`src/bc_flag_pkg.sv`:
```
// shared constants and types of the bc condition flag unit
package bc_flag_pkg;

	// register byte addresses
	localparam logic [7:0] ADDR_GP_FLAGS = 8'h00;
	localparam logic [7:0] ADDR_COND = 8'h04;
	localparam logic [7:0] ADDR_CONFIG = 8'h08;
	localparam logic [7:0] ADDR_IRQ_STATUS = 8'h0c;
	localparam logic [7:0] ADDR_IRQ_MASK = 8'h10;

	// flag register field positions
	localparam int SET_LSB = 0;
	localparam int CLR_LSB = 8;
	localparam int TGL_LSB = 16;
	localparam logic [7:0] TOGGLE_MASK = 8'hfc;
	localparam logic [7:0] GP_RESET = 8'h00;
	localparam logic [1:0] TSEL_RESET = 2'h0;
	localparam logic [2:0] IRQ_RESET = 3'h0;

	// interrupt bit positions
	localparam int IRQ_CMP = 0;
	localparam int IRQ_BAD = 1;
	localparam int IRQ_NO_RESPONSE_COND = 2;

	// condition codes
	localparam logic [3:0] COND_NO_RESPONSE_COND = 4'h8;
	localparam logic [3:0] COND_FMT = 4'h9;
	localparam logic [3:0] COND_GBT = 4'ha;
	localparam logic [3:0] COND_BAD = 4'hc;
	localparam logic [4:0] COND_ALWAYS = 5'h0f;
	localparam logic [4:0] COND_NEVER = 5'h1f;

	// response timeout, nominal values
	localparam int unsigned CLK_NS = 10;
	localparam int unsigned TIMEOUT_NS_0 = 18500;
	localparam int unsigned TIMEOUT_NS_1 = 22500;
	localparam int unsigned TIMEOUT_NS_2 = 50500;
	localparam int unsigned TIMEOUT_NS_3 = 130000;
	localparam int unsigned TIMEOUT_CYC_0 = TIMEOUT_NS_0 / CLK_NS;
	localparam int unsigned TIMEOUT_CYC_1 = TIMEOUT_NS_1 / CLK_NS;
	localparam int TIMER_W = 16;

	typedef enum logic [2:0] {
		op_none,
		execute_message_op,
		compare_frame_timer_op,
		compare_message_timer_op,
		flag_update_op
	} seq_op_e;

	typedef enum logic [2:0] {
		kind_bc_to_rt,
		kind_rt_to_bc,
		kind_rt_to_rt,
		kind_mode_nodata,
		kind_mode_rx_data,
		kind_mode_tx_data
	} msg_kind_e;

endpackage : bc_flag_pkg

```
`src/responded_cond_timer_if.sv`:
```
// link between the flag unit and its response timeout timer
`timescale 1ns/1ps
`default_nettype none
interface responded_cond_timer_if;
	logic start;
	logic stop;
	logic [1:0] sel;
	logic no_response;
	logic busy;
	modport timer(input start, input stop, input sel, output no_response, output busy);
	modport user(output start, output stop, output sel, input no_response, input busy);
endinterface : responded_cond_timer_if
`default_nettype wire
```
`src/bc_condition_flag_unit.sv`:
```
// condition flags of the bc message sequencer, with apb registers
`timescale 1ns/1ps
`default_nettype none

// How it works
// execute-message may be gated only by always/never, general or compare flags.
// host leaves the gating general flag alone while its message runs.
// compare flags change on frame or message timer compare.
// message compare sets bit 0 when parameter below timer, else clears.
// either compare sets bit 1 on equality, clears it otherwise.
// bits 0 and 1 are also general flags, set or cleared by flag op.
// flag op can set, clear or toggle general flags 2 through 7.
// host flag register acts on general flags like the flag op.
// condition bit 4 set selects the inverse sense.
// code 8 true when terminal did not answer in time.
// timeout runs from parity mid-bit to status mid-sync.
// timeout selectable 18.5, 22.5, 50.5 or 130 us by two bits.
// code 9 true on validation error or wrong status address.
// code A set after error-free rt-bc, rt-rt or transmit mode data.
// code A cleared after any invalid message.
// code A zero after bc-rt or receive/no-data mode codes; loop test ignored.
// for rt-rt, code A shows the transmitting part was error-free.
// code C flags format error, loop failure or no response only.
// code F always true, or never with bit 4 set.
module bc_condition_flag_unit import bc_flag_pkg::*; #(
	parameter int unsigned TIMEOUT_CYC_2 = TIMEOUT_NS_2 / CLK_NS,
	parameter int unsigned TIMEOUT_CYC_3 = TIMEOUT_NS_3 / CLK_NS
) (
	// clock and reset
	input wire logic clk,
	input wire logic reset_n,
	// apb slave
	input wire logic [7:0] paddr,
	input wire logic psel,
	input wire logic penable,
	input wire logic pwrite,
	input wire logic [31:0] pwdata,
	output logic [31:0] prdata,
	output logic pready,
	output logic pslverr,
	// sequencer instruction
	input wire logic op_valid,
	input wire seq_op_e op,
	input wire logic [15:0] op_param,
	input wire logic [15:0] frame_timer,
	input wire logic [15:0] msg_timer,
	input wire logic [7:0] flag_set,
	input wire logic [7:0] flag_clr,
	input wire logic [7:0] flag_tgl,
	// condition test
	input wire logic cond_req,
	input wire logic [4:0] cond_sel,
	output logic cond_valid,
	output logic cond_true,
	// bus word timing
	input wire logic parity_midbit,
	input wire logic status_midsync,
	// message result
	input wire logic msg_done,
	input wire msg_kind_e msg_kind,
	input wire logic msg_format_error,
	input wire logic msg_addr_mismatch,
	input wire logic msg_loop_fail,
	input wire logic msg_masked_status,
	input wire logic [1:0] msg_retry,
	// flags and interrupt
	output logic [7:0] gp_flags,
	output logic irq
);

	typedef struct packed {
		logic [7:0] gp;
		logic no_response_cond;
		logic fmt;
		logic gbt;
		logic masked;
		logic bad;
		logic [1:0] retry;
		logic [1:0] tsel;
		logic [2:0] ists;
		logic [2:0] imask;
		logic [31:0] rdata;
		logic ready;
		logic slverr;
		logic cvalid;
		logic ctrue;
		logic irq;
	} state_s;

	state_s s_q, s_d;
	responded_cond_timer_if tif();

	logic access;
	logic host_wr;
	logic is_cmp;
	logic [15:0] cmp_val;
	logic [15:0] cond_vec;
	logic fmt_any;
	logic gbt_kind;
	logic cond_pick;

	responded_cond_timeout_timer #(
		.CYC_0(TIMEOUT_CYC_0),
		.CYC_1(TIMEOUT_CYC_1),
		.CYC_2(TIMEOUT_CYC_2),
		.CYC_3(TIMEOUT_CYC_3)
	) u_timer (
		.clk(clk),
		.reset_n(reset_n),
		.tif(tif)
	);

	assign tif.start = parity_midbit;
	assign tif.stop = status_midsync;
	assign tif.sel = s_q.tsel;

	////////////////////////////////////////////////////////////////////////
	// decode

	assign access = psel && penable;
	assign host_wr = access && s_q.ready && pwrite && paddr == ADDR_GP_FLAGS;
	assign is_cmp = op_valid &&
		(op == compare_frame_timer_op || op == compare_message_timer_op);
	// frame compare uses the frame timer, message compare the message timer
	assign cmp_val = (op == compare_frame_timer_op) ? frame_timer : msg_timer;
	assign fmt_any = msg_format_error || msg_addr_mismatch;
	// transfers where the terminal sends data
	assign gbt_kind = msg_kind == kind_rt_to_bc || msg_kind == kind_rt_to_rt ||
		msg_kind == kind_mode_tx_data;
	assign cond_vec = {1'b1, s_q.retry[1], s_q.retry[0], s_q.bad, s_q.masked,
		s_q.gbt, s_q.fmt, s_q.no_response_cond, s_q.gp};
	assign cond_pick = cond_vec[cond_sel[3:0]] ^ cond_sel[4];

	////////////////////////////////////////////////////////////////////////
	// next state

	always_comb begin
		logic [2:0] iset;
		logic [2:0] iclr;
		iset = '0;
		iclr = '0;
		s_d = s_q;

		// sequencer flag op: set, then clear, then toggle
		if (op_valid && op == flag_update_op) begin
			s_d.gp = ((s_d.gp | flag_set) & ~flag_clr) ^ (flag_tgl & TOGGLE_MASK);
		end
		if (is_cmp) begin
			s_d.gp[0] = op_param < cmp_val;
			s_d.gp[1] = op_param == cmp_val;
			iset[IRQ_CMP] = 1'b1;
		end

		// message outcome, latched at the end of each message
		if (msg_done) begin
			s_d.no_response_cond = tif.no_response;
			s_d.fmt = fmt_any;
			// rt-rt errors are those of the transmitting terminal
			s_d.gbt = gbt_kind && !fmt_any && !tif.no_response;
			s_d.bad = fmt_any || msg_loop_fail || tif.no_response;
			s_d.masked = msg_masked_status;
			s_d.retry = msg_retry;
			iset[IRQ_BAD] = fmt_any || msg_loop_fail || tif.no_response;
			iset[IRQ_NO_RESPONSE_COND] = tif.no_response;
		end

		// apb: one wait state, data captured with pready
		s_d.ready = 1'b0;
		s_d.slverr = 1'b0;
		if (access && !s_q.ready) begin
			s_d.ready = 1'b1;
			case (paddr)
				ADDR_GP_FLAGS: s_d.rdata = {24'h000000, s_q.gp};
				ADDR_COND: s_d.rdata = {16'h0000, cond_vec};
				ADDR_CONFIG: s_d.rdata = {30'h00000000, s_q.tsel};
				ADDR_IRQ_STATUS: s_d.rdata = {29'h00000000, s_q.ists};
				ADDR_IRQ_MASK: s_d.rdata = {29'h00000000, s_q.imask};
				default: begin
					s_d.rdata = 32'h00000000;
					s_d.slverr = 1'b1;
				end
			endcase
			if (pwrite) begin
				s_d.rdata = 32'h00000000;
			end
		end
		if (access && s_q.ready && pwrite) begin
			case (paddr)
				// host acts after the sequencer in the same cycle
				ADDR_GP_FLAGS: s_d.gp = ((s_d.gp | pwdata[SET_LSB +: 8]) &
					~pwdata[CLR_LSB +: 8]) ^ (pwdata[TGL_LSB +: 8] & TOGGLE_MASK);
				ADDR_CONFIG: s_d.tsel = pwdata[1:0];
				ADDR_IRQ_STATUS: iclr = pwdata[2:0];
				ADDR_IRQ_MASK: s_d.imask = pwdata[2:0];
				default: ;
			endcase
		end

		// set beats clear so no event is lost
		s_d.ists = (s_q.ists & ~iclr) | iset;
		s_d.irq = |(s_d.ists & s_d.imask);

		// condition test, answered next cycle
		s_d.cvalid = cond_req;
		if (cond_req) begin
			s_d.ctrue = cond_pick;
		end
	end

	always_ff @(posedge clk or negedge reset_n) begin
		if (!reset_n) begin
			s_q <= '{gp: GP_RESET, tsel: TSEL_RESET, ists: IRQ_RESET, imask: IRQ_RESET,
				default: '0};
		end else begin
			s_q <= s_d;
		end
	end

	assign prdata = s_q.rdata;
	assign pready = s_q.ready;
	assign pslverr = s_q.slverr;
	assign cond_valid = s_q.cvalid;
	assign cond_true = s_q.ctrue;
	assign gp_flags = s_q.gp;
	assign irq = s_q.irq;
endmodule : bc_condition_flag_unit
`default_nettype wire

```
`src/responded_cond_timeout_timer.sv`:
```
// response timeout timer: parity mid-bit to status mid-sync
`timescale 1ns/1ps
`default_nettype none
module responded_cond_timeout_timer import bc_flag_pkg::*; #(
	parameter int unsigned CYC_0 = TIMEOUT_CYC_0,
	parameter int unsigned CYC_1 = TIMEOUT_CYC_1,
	parameter int unsigned CYC_2 = TIMEOUT_NS_2 / CLK_NS,
	parameter int unsigned CYC_3 = TIMEOUT_NS_3 / CLK_NS
) (
	// clock and reset
	input wire logic clk,
	input wire logic reset_n,
	// flag unit side
	responded_cond_timer_if.timer tif
);

	typedef enum logic {t_idle, t_run} tstate_e;
	typedef struct packed {
		tstate_e st;
		logic [TIMER_W-1:0] cnt;
		logic no_response_cond;
	} tstate_s;

	tstate_s s_q, s_d;
	logic [TIMER_W-1:0] limit;

	always_comb begin
		case (tif.sel)
			2'h0: limit = TIMER_W'(CYC_0);
			2'h1: limit = TIMER_W'(CYC_1);
			2'h2: limit = TIMER_W'(CYC_2);
			default: limit = TIMER_W'(CYC_3);
		endcase
	end

	always_comb begin
		s_d = s_q;
		case (s_q.st)
			t_idle: ;
			t_run: begin
				if (tif.stop) begin
					s_d.st = t_idle;
				end else if (s_q.cnt == limit - TIMER_W'(1)) begin
					s_d.no_response_cond = 1'b1;
					s_d.st = t_idle;
				end else begin
					s_d.cnt = s_q.cnt + TIMER_W'(1);
				end
			end
			default: s_d.st = t_idle;
		endcase
		// a new word restarts the window
		if (tif.start) begin
			s_d.st = t_run;
			s_d.cnt = '0;
			s_d.no_response_cond = 1'b0;
		end
	end

	always_ff @(posedge clk or negedge reset_n) begin
		if (!reset_n) begin
			s_q <= '{st: t_idle, cnt: '0, no_response_cond: 1'b0};
		end else begin
			s_q <= s_d;
		end
	end

	assign tif.no_response = s_q.no_response_cond;
	assign tif.busy = (s_q.st == t_run);
endmodule : responded_cond_timeout_timer
`default_nettype wire

```
`config.mk`:
```
export PLATFORM = sky130hd
export DESIGN_NAME = bc_condition_flag_unit
export DESIGN_NICKNAME = d
export VERILOG_FILES = /design/src/bc_flag_pkg.sv /design/src/responded_cond_timer_if.sv /design/src/bc_condition_flag_unit.sv /design/src/responded_cond_timeout_timer.sv
export SDC_FILE = /design/constraint.sdc
export NUM_CORES = 1
export LEC_CHECK = 0
export ABC_AREA = 1
export BUFFER_PORTS_ARGS = -buffer_cell sky130_fd_sc_hd__buf_4
export CORE_ASPECT_RATIO = 1.2
export CORE_MARGIN = 1.5
export CORE_UTILIZATION = 35
export CTS_BUF_LIST = sky130_fd_sc_hd__clkbuf_4 sky130_fd_sc_hd__clkbuf_8
export CTS_CLUSTER_SIZE = 24
export DETAILED_ROUTE_END_ITERATION = 10
export GPL_ROUTABILITY_DRIVEN = 0
export PLACE_DENSITY = 0.66
export SYNTH_ARGS = -nofsm -noshare
export SYNTH_HDL_FRONTEND = slang
export SYNTH_SLANG_ARGS = --single-unit
```
`constraint.sdc`:
```
create_clock -name clk -period 1.6 [get_ports clk]
set_input_delay 0.16 -clock clk [delete_from_list [all_inputs] [get_ports clk]]
set_output_delay 0.16 -clock clk [all_outputs]
set_load 0.1 [all_outputs]
```
==> After elaboration in Yosys (flattened, before gate mapping) <==
Cells that the tools add are included.
Widths: inputs -> output; s select.
{ "word_totals": {"latch_bits": 0, "ram_bits": 0, "ff_bits": 78, "output_inout_bits": 45, "memories": 0, "romBits": 0} }
{ "op_classes": {"multipliers": 0, "addsub": 2, "shifts": 0, "mux": 25, "reduce_logical": 26, "bitwise_logic": 13, "magnitude_cmp": 2, "n_eq_ne": 16, "n_div": 0} }
{ "op_table": {"columns": ["operator", "count"], "rows": [
  ["$pmux 16 s5", 1],
  ["$mux 16", 3],
  ["$pmux 14 s3", 1],
  ["$mux 18", 2],
  ["$eq 16x16->1", 2],
  ["$mux 8", 3],
  ["$mux 17", 1],
  ["$add 16x1->16 const B", 1],
  ["$and 8x8->8", 2],
  ["$eq 8x4->1 const B", 2],
  ["$lt 16x16->1", 1],
  ["$not 8->8", 2],
  ["$or 8x8->8", 2],
  ["$xor 8x8->8", 2],
  ["$sub 14x1->15 const B", 1],
  ["$mux 3", 4],
  ["$eq 3x2->1 const B", 3],
  ["$eq 8x3->1 const B", 1],
  ["$eq 8x5->1 const B", 1],
  ["$logic_and 1x1->1", 8],
  ["$logic_not 8->1", 1],
  ["$and 3x3->3", 2],
  ["$eq 3x3->1 const B", 2],
  ["$logic_or 1x1->1", 6],
  ["other kinds (18)", 30]
]} }

==> Longest topological paths before layout <==
Gate-level depths: netlist of the first run.
{ "depth": {"depth_word": 10, "depth_mapped": 13} }

==> Hierarchy <==
Synthesis of the first run repeated with hierarchy kept, for this count alone.
{ "hier_totals": {"cells_unflattened": 740, "hier_area_um2": 5019.8} }
{ "by_module_without_submodules": {"columns": ["module", "instances", "cells_per_inst", "area_each_um2", "seq_area_each_um2"], "rows": [
  ["bc_condition_flag_unit", 1, 491, 3500.9, 1101.1],
  ["responded_cond_timeout_timer", 1, 249, 1519.0, 450.4]
]} }

==> Worst setup path after synthesis of the first run <==
Ideal clock, no wire load.
{ "synth_path": {"kind": "register to register", "start": "register s_q (netlist bit pready)", "end": "register s_q (netlist bit gp_flags[0])", "slack_ns": -0.364, "n_path_buf": 0, "arrival_ns": 1.837, "stages_incl_launch_ff": 7, "setup_ns": 0.127, "path_cell_list": "dfrtp_1 -> nand4_1 -> inv_1 -> nand2_1 -> clkinv_1 -> nand2_1 -> a21boi_0"} }
{ "synth_lines": {"columns": ["element", "line", "source"], "rows": [
  ["start: declaration", "bc_condition_flag_unit.sv:90", "state_s s_q, s_d;"],
  ["start signal: assignment", "bc_condition_flag_unit.sv:212", "s_q <= '{gp: GP_RESET, tsel: TSEL_RESET, ists: IRQ_RESET, imask: IRQ_RESET,"]
]} }

==> Worst setup path in the final report of the first run <==
{ "layout_path": {"start": "register s_q (netlist bit tif.sel[0])", "end": "register u_timer.s_q[13] (netlist bit)"} }
{ "layout_via": {"elab_chain_cells": 6} }
{ "layout_lines": {"columns": ["element", "line", "source"], "rows": [
  ["$eq 2x2->1 (tied with other cells)", "responded_cond_timeout_timer.sv:28", "case (tif.sel)"],
  ["$pmux 14 s3 *", "responded_cond_timeout_timer.sv:28", null],
  ["$sub 14x1->15 *", "responded_cond_timeout_timer.sv:43", "end else if (s_q.cnt == limit - TIMER_W'(1)) begin"],
  ["$eq 16x16->1 *", "responded_cond_timeout_timer.sv:43", null],
  ["$ne 2x2->1 (no source line) *", null, null],
  ["$reduce_and 3->1 (no source line) *", null, null],
  ["end signal: assignment", "responded_cond_timeout_timer.sv:62", "s_q <= '{st: t_idle, cnt: '0, no_response_cond: 1'b0};"],
  ["end: declaration", "responded_cond_timeout_timer.sv:24", "tstate_s s_q, s_d;"]
]} }
Mark *: on every way between the ends. The rest lies on a longest branch, timed or not.
A chain may end at the register's enable or synchronous reset.

==> results of run 1 <==
## what timing repair did
item | CTS | global route
cloned | 0 | 2
hold endpoints to repair | 31 | 0
setup endpoints to repair | 17 | 26
hold buffers | 3 | 0
setup buffers | 0 | 1
pin swaps | 0 | 14
gates resized for setup | 1 | 34
## registers in the layout, indices dropped and copies added (netlist names)
signal                   flops
prdata                      16
u_timer.s_q                 16
gp_flags                     8
cond_vec                     7
s_q                          6
tif.sel                      2
cond_true                    1
cond_valid                   1
irq                          1
pready                       1
pslverr                      1
u_timer.tif.busy             1
u_timer.tif.no_response      1
## worst paths after layout
kind	depth (start not counted)	slack, ps	from	end
max in group asynchronous	3	800	reset_n	pready
max	10	-20	tif.sel[0]	u_timer.s_q[13]
min	3	30	msg_retry[1]	cond_vec[14]
max reg2reg	10	-20	tif.sel[0]	u_timer.s_q[13]
min in group asynchronous	2	300	reset_n	gp_flags[0]
min reg2reg	2	490	prdata[12]	prdata[12]
## tightest hold or removal path, cell delays in order
cell,delay [ps]
buf_4,80
nand2_1,40
o21ai_0,60
## cell usage in the layout (no fill, tap or decap), types with 2 or more instances in the layout
cell           count
nand2_1          213
buf_4            191
inv_1            109
nand3_1           97
nor2_1            57
dfrtp_1           56
o21ai_0           28
nand4_1           26
ha_1              17
conb_1            16
mux2i_1           15
clkbuf_8          10
nor2_2             7
a21oi_1            7
nor3_1             6
o31ai_1            5
xor2_1             5
buf_6              5
dfrtp_2            5
nor2_4             4
nand2_2            4
mux2_2             3
and2_1             3
clkinv_2           3
dlygate4sd3_1      3
nand2_8            2
clkinv_1           2
## power breakdown
group / total (W) / leakage (nW) / internal, W / switching [W]
combinational: 0.00151 / 2.80 / 0.000496 / 0.00101
clock: 0.00144 / 0.102 / 0.000756 / 0.000681
sequential: 0.00170 / 0.806 / 0.00163 / 0.0000637
total: 0.00464 / 3.70 / 0.00289 / 0.00176
## through the flow
| step | cells | instance area [um2] | hold WS, ps | power [W] | TNS [ps] |
|---|---|---|---|---|---|
| 6_report | 1092 | 6660 | 31.9 | 0.00464 | -22.9 |
| 5_1_grt | 1092 | 6660 | 34.1 | 0.00489 | -1740 |
| 4_1_cts | 1089 | 6530 | 14.9 | 0.00468 | -3.20 |
| 3_5_place_dp | 1070 | 6300 | 134 | 0.00322 | -967 |
| 3_3_place_gp | 1070 | 6300 | 132 | 0.00321 | -606 |
| 2_1_floorplan | 760 | 5000 | -136 | 0.00277 | -85.5 |
## final cells by class
type	instances	area, um2	share of cell area, %
multi-input combinational	530	2710	40.7
clock buffer	10	138	2.07
clock inverter	6	61.3	0.920
tap	171	214	3.21
timing repair buffer	200	1540	23.1
inverter	113	437	6.55
sequential	62	1560	23.4
## per-layer routing
layer / vias to the layer above / share of wire, % / global-route usage [%]
li1: 2665 / - / -
met3: 20 / 6.8 / 4.58
met4: 0 / 1.8 / 6.68
met2: 178 / 50 / 34.1
met1: 2318 / 41 / 21.7
met5: - / 0 / 0
## cell families after synthesis
logic type	share of synthesized area, %
compound gates	5.18
mux	3.75
other cells	0.0765
simple gates	37.6
flops	31.6
xor+xnor	1.07
fa+ha+maj	4.34
buf+inv	16.4
==> flow_metrics.py, run 1 <==
metrics = {
    "pwr": {
        "p_leak_nw": 3.70,
        "peakVddDrop_mv": 0.547,
        "cellPowerDensity_nw_per_um2": 697,
    },
    "critical_path": {
        "worst-path-buf-inv": 2,
        "critical_path.max_fanout": 6,
        "cpMostUsedCell": "nand2_2",
        "path_cells": "buf_6 > nand2_2 > nand2_2 > nor2_4 > nand2_2 > nor2_4 > nand3_4 > buf_6 > nand4_1 > nand2_1",
        "required_ps": 1840,
        "worstPathArrival_ps": 1850,
        "max_stage_delay_ps": 480,
        "crit_slowest_cell": "dfrtp_2",
        "start_kind": "flip-flop",
        "crit_type": "flip-flop to flip-flop",
        "cp-end-kind": "flip-flop",
        "crit_family": "simple AND/OR/NAND/NOR gates",
    },
    "timing": {
        "fin_ws_ps": -17.9,
        "fin_crit_sh_pct": 101,
        "grt_setup_unrepaired": "yes",
        "drv_slew": 0,
        "tightest_slew_ps": 569,
        "fmax_ghz": 0.618,
        "period_minus_slack_ps": 1620,
        "setup_viol": 4,
        "fin_skew_ps": 8.04,
        "max_slew_margin_pct": 61.9,
        "hold_viol_final": 0,
    },
    "logic_synthesis": {
        "yosysMostFrequentCell": "nand2_1",
        "ys_seq_elements": 62,
        "ys_seq_area_share_pct": 31.6,
        "syn-instance-count": 745,
        "synth.area.top_cells": "dfrtp_1 32%, nand2_1 17%, nand3_1 10%, inv_1 8.4%, buf_4 6.1%",
        "synth_async_sr_flop_share_pct": 100,
        "synth_common_cells": "218 x nand2_1, 110 x inv_1, 98 x nand3_1, 65 x nor2_1, 62 x dfrtp_1",
        "ys.flop_type": "dfrtp_1",
        "yosysTopAreaCellShare_pct": 31.6,
        "yosys_warnings": 0,
        "yosysTopAreaCell": "dfrtp_1",
        "ys_types": 36,
        "synth_enable_flop_cells": 0,
        "avgSynthCellArea_um2": 6.58,
        "synthesis.area_um2": 4900,
    },
    "die": {
        "rows": 47,
        "pin_count": 184,
        "fp.dieW_um": 111,
        "coreArea_um2": 13800,
        "start_util_pct": 35.6,
        "dieArea_um2": 14700,
        "die_h_um": 133,
    },
    "cells_and_area": {
        "layout-drive-gt1-share_pct": 26.8,
        "nNetsFinal": 1072,
        "fillers": 1440,
        "diodes": 0,
        "area.growth.synth_to_final_pct": 35.9,
        "fin_util_pct": 48.4,
    },
    "cts": {
        "cts_tree": "done",
        "clkTransAtPathRegs_ps": 80,
        "root_buffer": "clkbuf_8",
        "htree_levels": 3,
        "cts.sinks": 62,
        "cts_buffers": 9,
        "cts.path.max_buffers": 2,
        "clk-insertion-delay-late_ps": 350,
    },
    "run_status": {
        "status": "finished with violations",
        "violations": "negative setup slack",
    },
    "drt": {
        "wl_per_cell_um": 12.9,
        "drtIter0Drc": 258,
        "route.detailed.drc": 0,
        "firstDrtPassIters": 5,
        "vias": 5181,
        "antenna_left": 0,
        "drt-total-wl_um": 14100,
        "avgViaCountPerCell": 4.74,
    },
    "min_path": {
        "hold_path_class": "input port to flip-flop",
    },
    "global_route": {
        "gr-total-overflow": 0,
        "antenna_found_initial": 0,
        "grt_max_degree": 34,
        "grtUsageTotal_pct": 18.9,
        "grt_pass1_wl_um": 22700,
        "grt_pass1_vias": 4901,
    },
    "job": {
        "cap_viol_max_count": 0,
    },
    "placement": {
        "io_buffers": 155,
        "dp_hpwl_um": 11100,
        "dp_slack_ps": -300,
    },
}
Note: power is estimated with default switching activity, not from simulation.
==> run 2, diff against run 1 <==
Clock period 1.6 ns to 1.4 ns, I/O delays scaled along.
==> flow_metrics.py, run 2 (synthesis gave the netlist of run 1 again) <==
metrics = {
    "global_route": {
        "antenna_found_initial": 0,
        "grtUsageTotal_pct": 19.4,
        "grt_max_degree": 34,
        "met3_usage_pct": 4.90,
        "top_usage_layer": "met2",
        "gr-total-overflow": 0,
        "grt_pass1_vias": 5094,
        "grt_pass1_wl_um": 23500,
        "grtUsageMet2_pct": 35.2,
        "use_met1_pct": 22.8,
    },
    "die": {
        "start_util_pct": 35.6,
        "fp.dieW_um": 111,
        "pin_count": 184,
        "rows": 47,
        "die_h_um": 133,
        "coreArea_um2": 13800,
        "dieArea_um2": 14700,
    },
    "critical_path": {
        "crit_slowest_cell": "dfrtp_1",
        "crit_family": "simple AND/OR/NAND/NOR gates",
        "worst-path-buf-inv": 2,
        "max_stage_delay_ps": 400,
        "cpMostUsedCell": "nor2_1",
        "start_kind": "flip-flop",
        "cp-end-kind": "flip-flop",
        "worstPathArrival_ps": 1800,
        "critical_path.max_fanout": 11,
        "required_ps": 1630,
        "crit_type": "flip-flop to flip-flop",
        "path_cells": "buf_12 > nand2_4 > nor2_1 > nor2_1 > nand3_1 > nor2_2 > nand3_4 > buf_6 > nand4_1 > nand2_1",
    },
    "timing": {
        "fmax_ghz": 0.637,
        "drv_slew": 0,
        "tightest_slew_ps": 571,
        "fin_crit_sh_pct": 112,
        "setup_viol": 19,
        "hold_viol_final": 0,
        "fin_ws_ps": -171,
        "period_minus_slack_ps": 1570,
        "max_slew_margin_pct": 61.8,
        "totalNegativeSetupSlack_ps": -2340,
        "grt_setup_unrepaired": "yes",
        "fin_skew_ps": 11.2,
    },
    "placement": {
        "dp_slack_ps": -487,
        "post_dp_cell_area_um2": 6700,
        "dp_hpwl_um": 11600,
        "dp.cells": 1108,
        "io_buffers": 155,
    },
    "cells_and_area": {
        "diodes": 0,
        "final_cell_mix": "227 x buf_4, 208 x nand2_1, 104 x inv_1",
        "layout_commonest_cell": "buf_4",
        "fillers": 1379,
        "fin_area_um2": 7120,
        "layout.cells.non_filler": 1134,
        "layout-drive-gt1-share_pct": 32.1,
        "area.growth.synth_to_final_pct": 45.2,
        "nNetsFinal": 1114,
    },
    "drt": {
        "avgViaCountPerCell": 4.66,
        "antenna_left": 0,
        "drtIter0Drc": 196,
        "drt-total-wl_um": 14200,
        "vias": 5288,
        "wl_per_cell_um": 12.5,
        "firstDrtPassIters": 5,
        "route.detailed.drc": 0,
    },
    "cts": {
        "cts_buffers": 9,
        "root_buffer": "clkbuf_8",
        "cts.sinks": 62,
        "cts_tree": "done",
        "clkTransAtPathRegs_ps": 80,
        "clk-insertion-delay-late_ps": 340,
        "htree_levels": 3,
        "cts.path.max_buffers": 2,
    },
    "run_status": {
        "violations": "negative setup slack",
        "status": "finished with violations",
    },
    "pwr": {
        "peakVddDrop_mv": 0.592,
        "p_leak_nw": 3.97,
        "power_w": 0.00531,
        "cellPowerDensity_nw_per_um2": 745,
    },
    "min_path": {
        "hold_path_class": "input port to flip-flop",
    },
    "job": {
        "cap_viol_max_count": 0,
    },
}
run 2: cell types whose count changed in the layout (fill, tap and decap cells not counted), moves of 4 or more:
| cell | change |
|---|---|
| buf_4 | +36 |
| inv_1 | -5 |
| nand2_1 | -5 |
| o21ai_0 | -5 |
| nand3_1 | -4 |
| nand3_2 | +4 |
| o21ai_1 | +4 |
run 2: area by class of cell:
| class | count | area, um2 | share of cell area, % |
|---|---|---|---|
| sequential | 62 | 1560 | 21.9 |
| inverter | 113 | 455 | 6.39 |
| multi-input combinational | 530 | 2790 | 39.2 |
| clock inverter | 7 | 73.8 | 1.04 |
| tap | 171 | 214 | 3.00 |
| timing repair buffer | 242 | 1910 | 26.8 |
| clock buffer | 9 | 124 | 1.74 |
run 2: per-layer routing:
layer  vias up  wire length, um  share of wire (%)
met5         -                0                  0
met4         0              206                1.5
met3        17              926                6.5
li1       2758                -                  -
met2       144             7280                 51
met1      2369             5770                 41
run 2: timing repair:
action                     4_1_cts  5_1_grt
hold buffers                     4        0
setup endpoints to repair       20       24
buffers inserted                 1        4
gates cloned                     1        0
hold endpoints to repair        26        0
pin swaps                       13       16
gates resized for setup         17       24
run 2: per-stage QoR:
step / hold slack, ps / util, %
detailed placement: 62.6 / 48.7
CTS: 4.21 / 51.0
global route: 29.4 / 51.8
global placement: 60.2 / 48.7
finish: 21.6 / 51.8
floorplan: -156 / -
run 2: final timing paths:
check | start | endpoint | slack, ps | cells past startpoint
min in group asynchronous | reset_n | s_q[37] | 260 | 2
worst min-delay path | msg_masked_status | cond_vec[11] | 20 | 3
worst max register to register | tif.sel[0] | u_timer.s_q[13] | -170 | 10
worst max-delay path | tif.sel[0] | u_timer.s_q[13] | -170 | 10
max in group asynchronous | reset_n | u_timer.s_q[2] | 680 | 3
worst min register to register | prdata[8] | prdata[8] | 490 | 2
run 2: worst min-delay path: cells and delay by family:
kind            cells  cell delay (ps)
compound gates      1               70
buf+inv             1               80
simple gates        1               40
run 2: power by group:
part / leakage (nW) / total, W / internal [W] / switching, W
clock: 0.0996 / 0.00158 / 0.000827 / 0.000753
sequential: 0.810 / 0.00195 / 0.00187 / 0.0000776
combinational: 3.06 / 0.00178 / 0.000607 / 0.00117
total: 3.97 / 0.00531 / 0.00330 / 0.00200
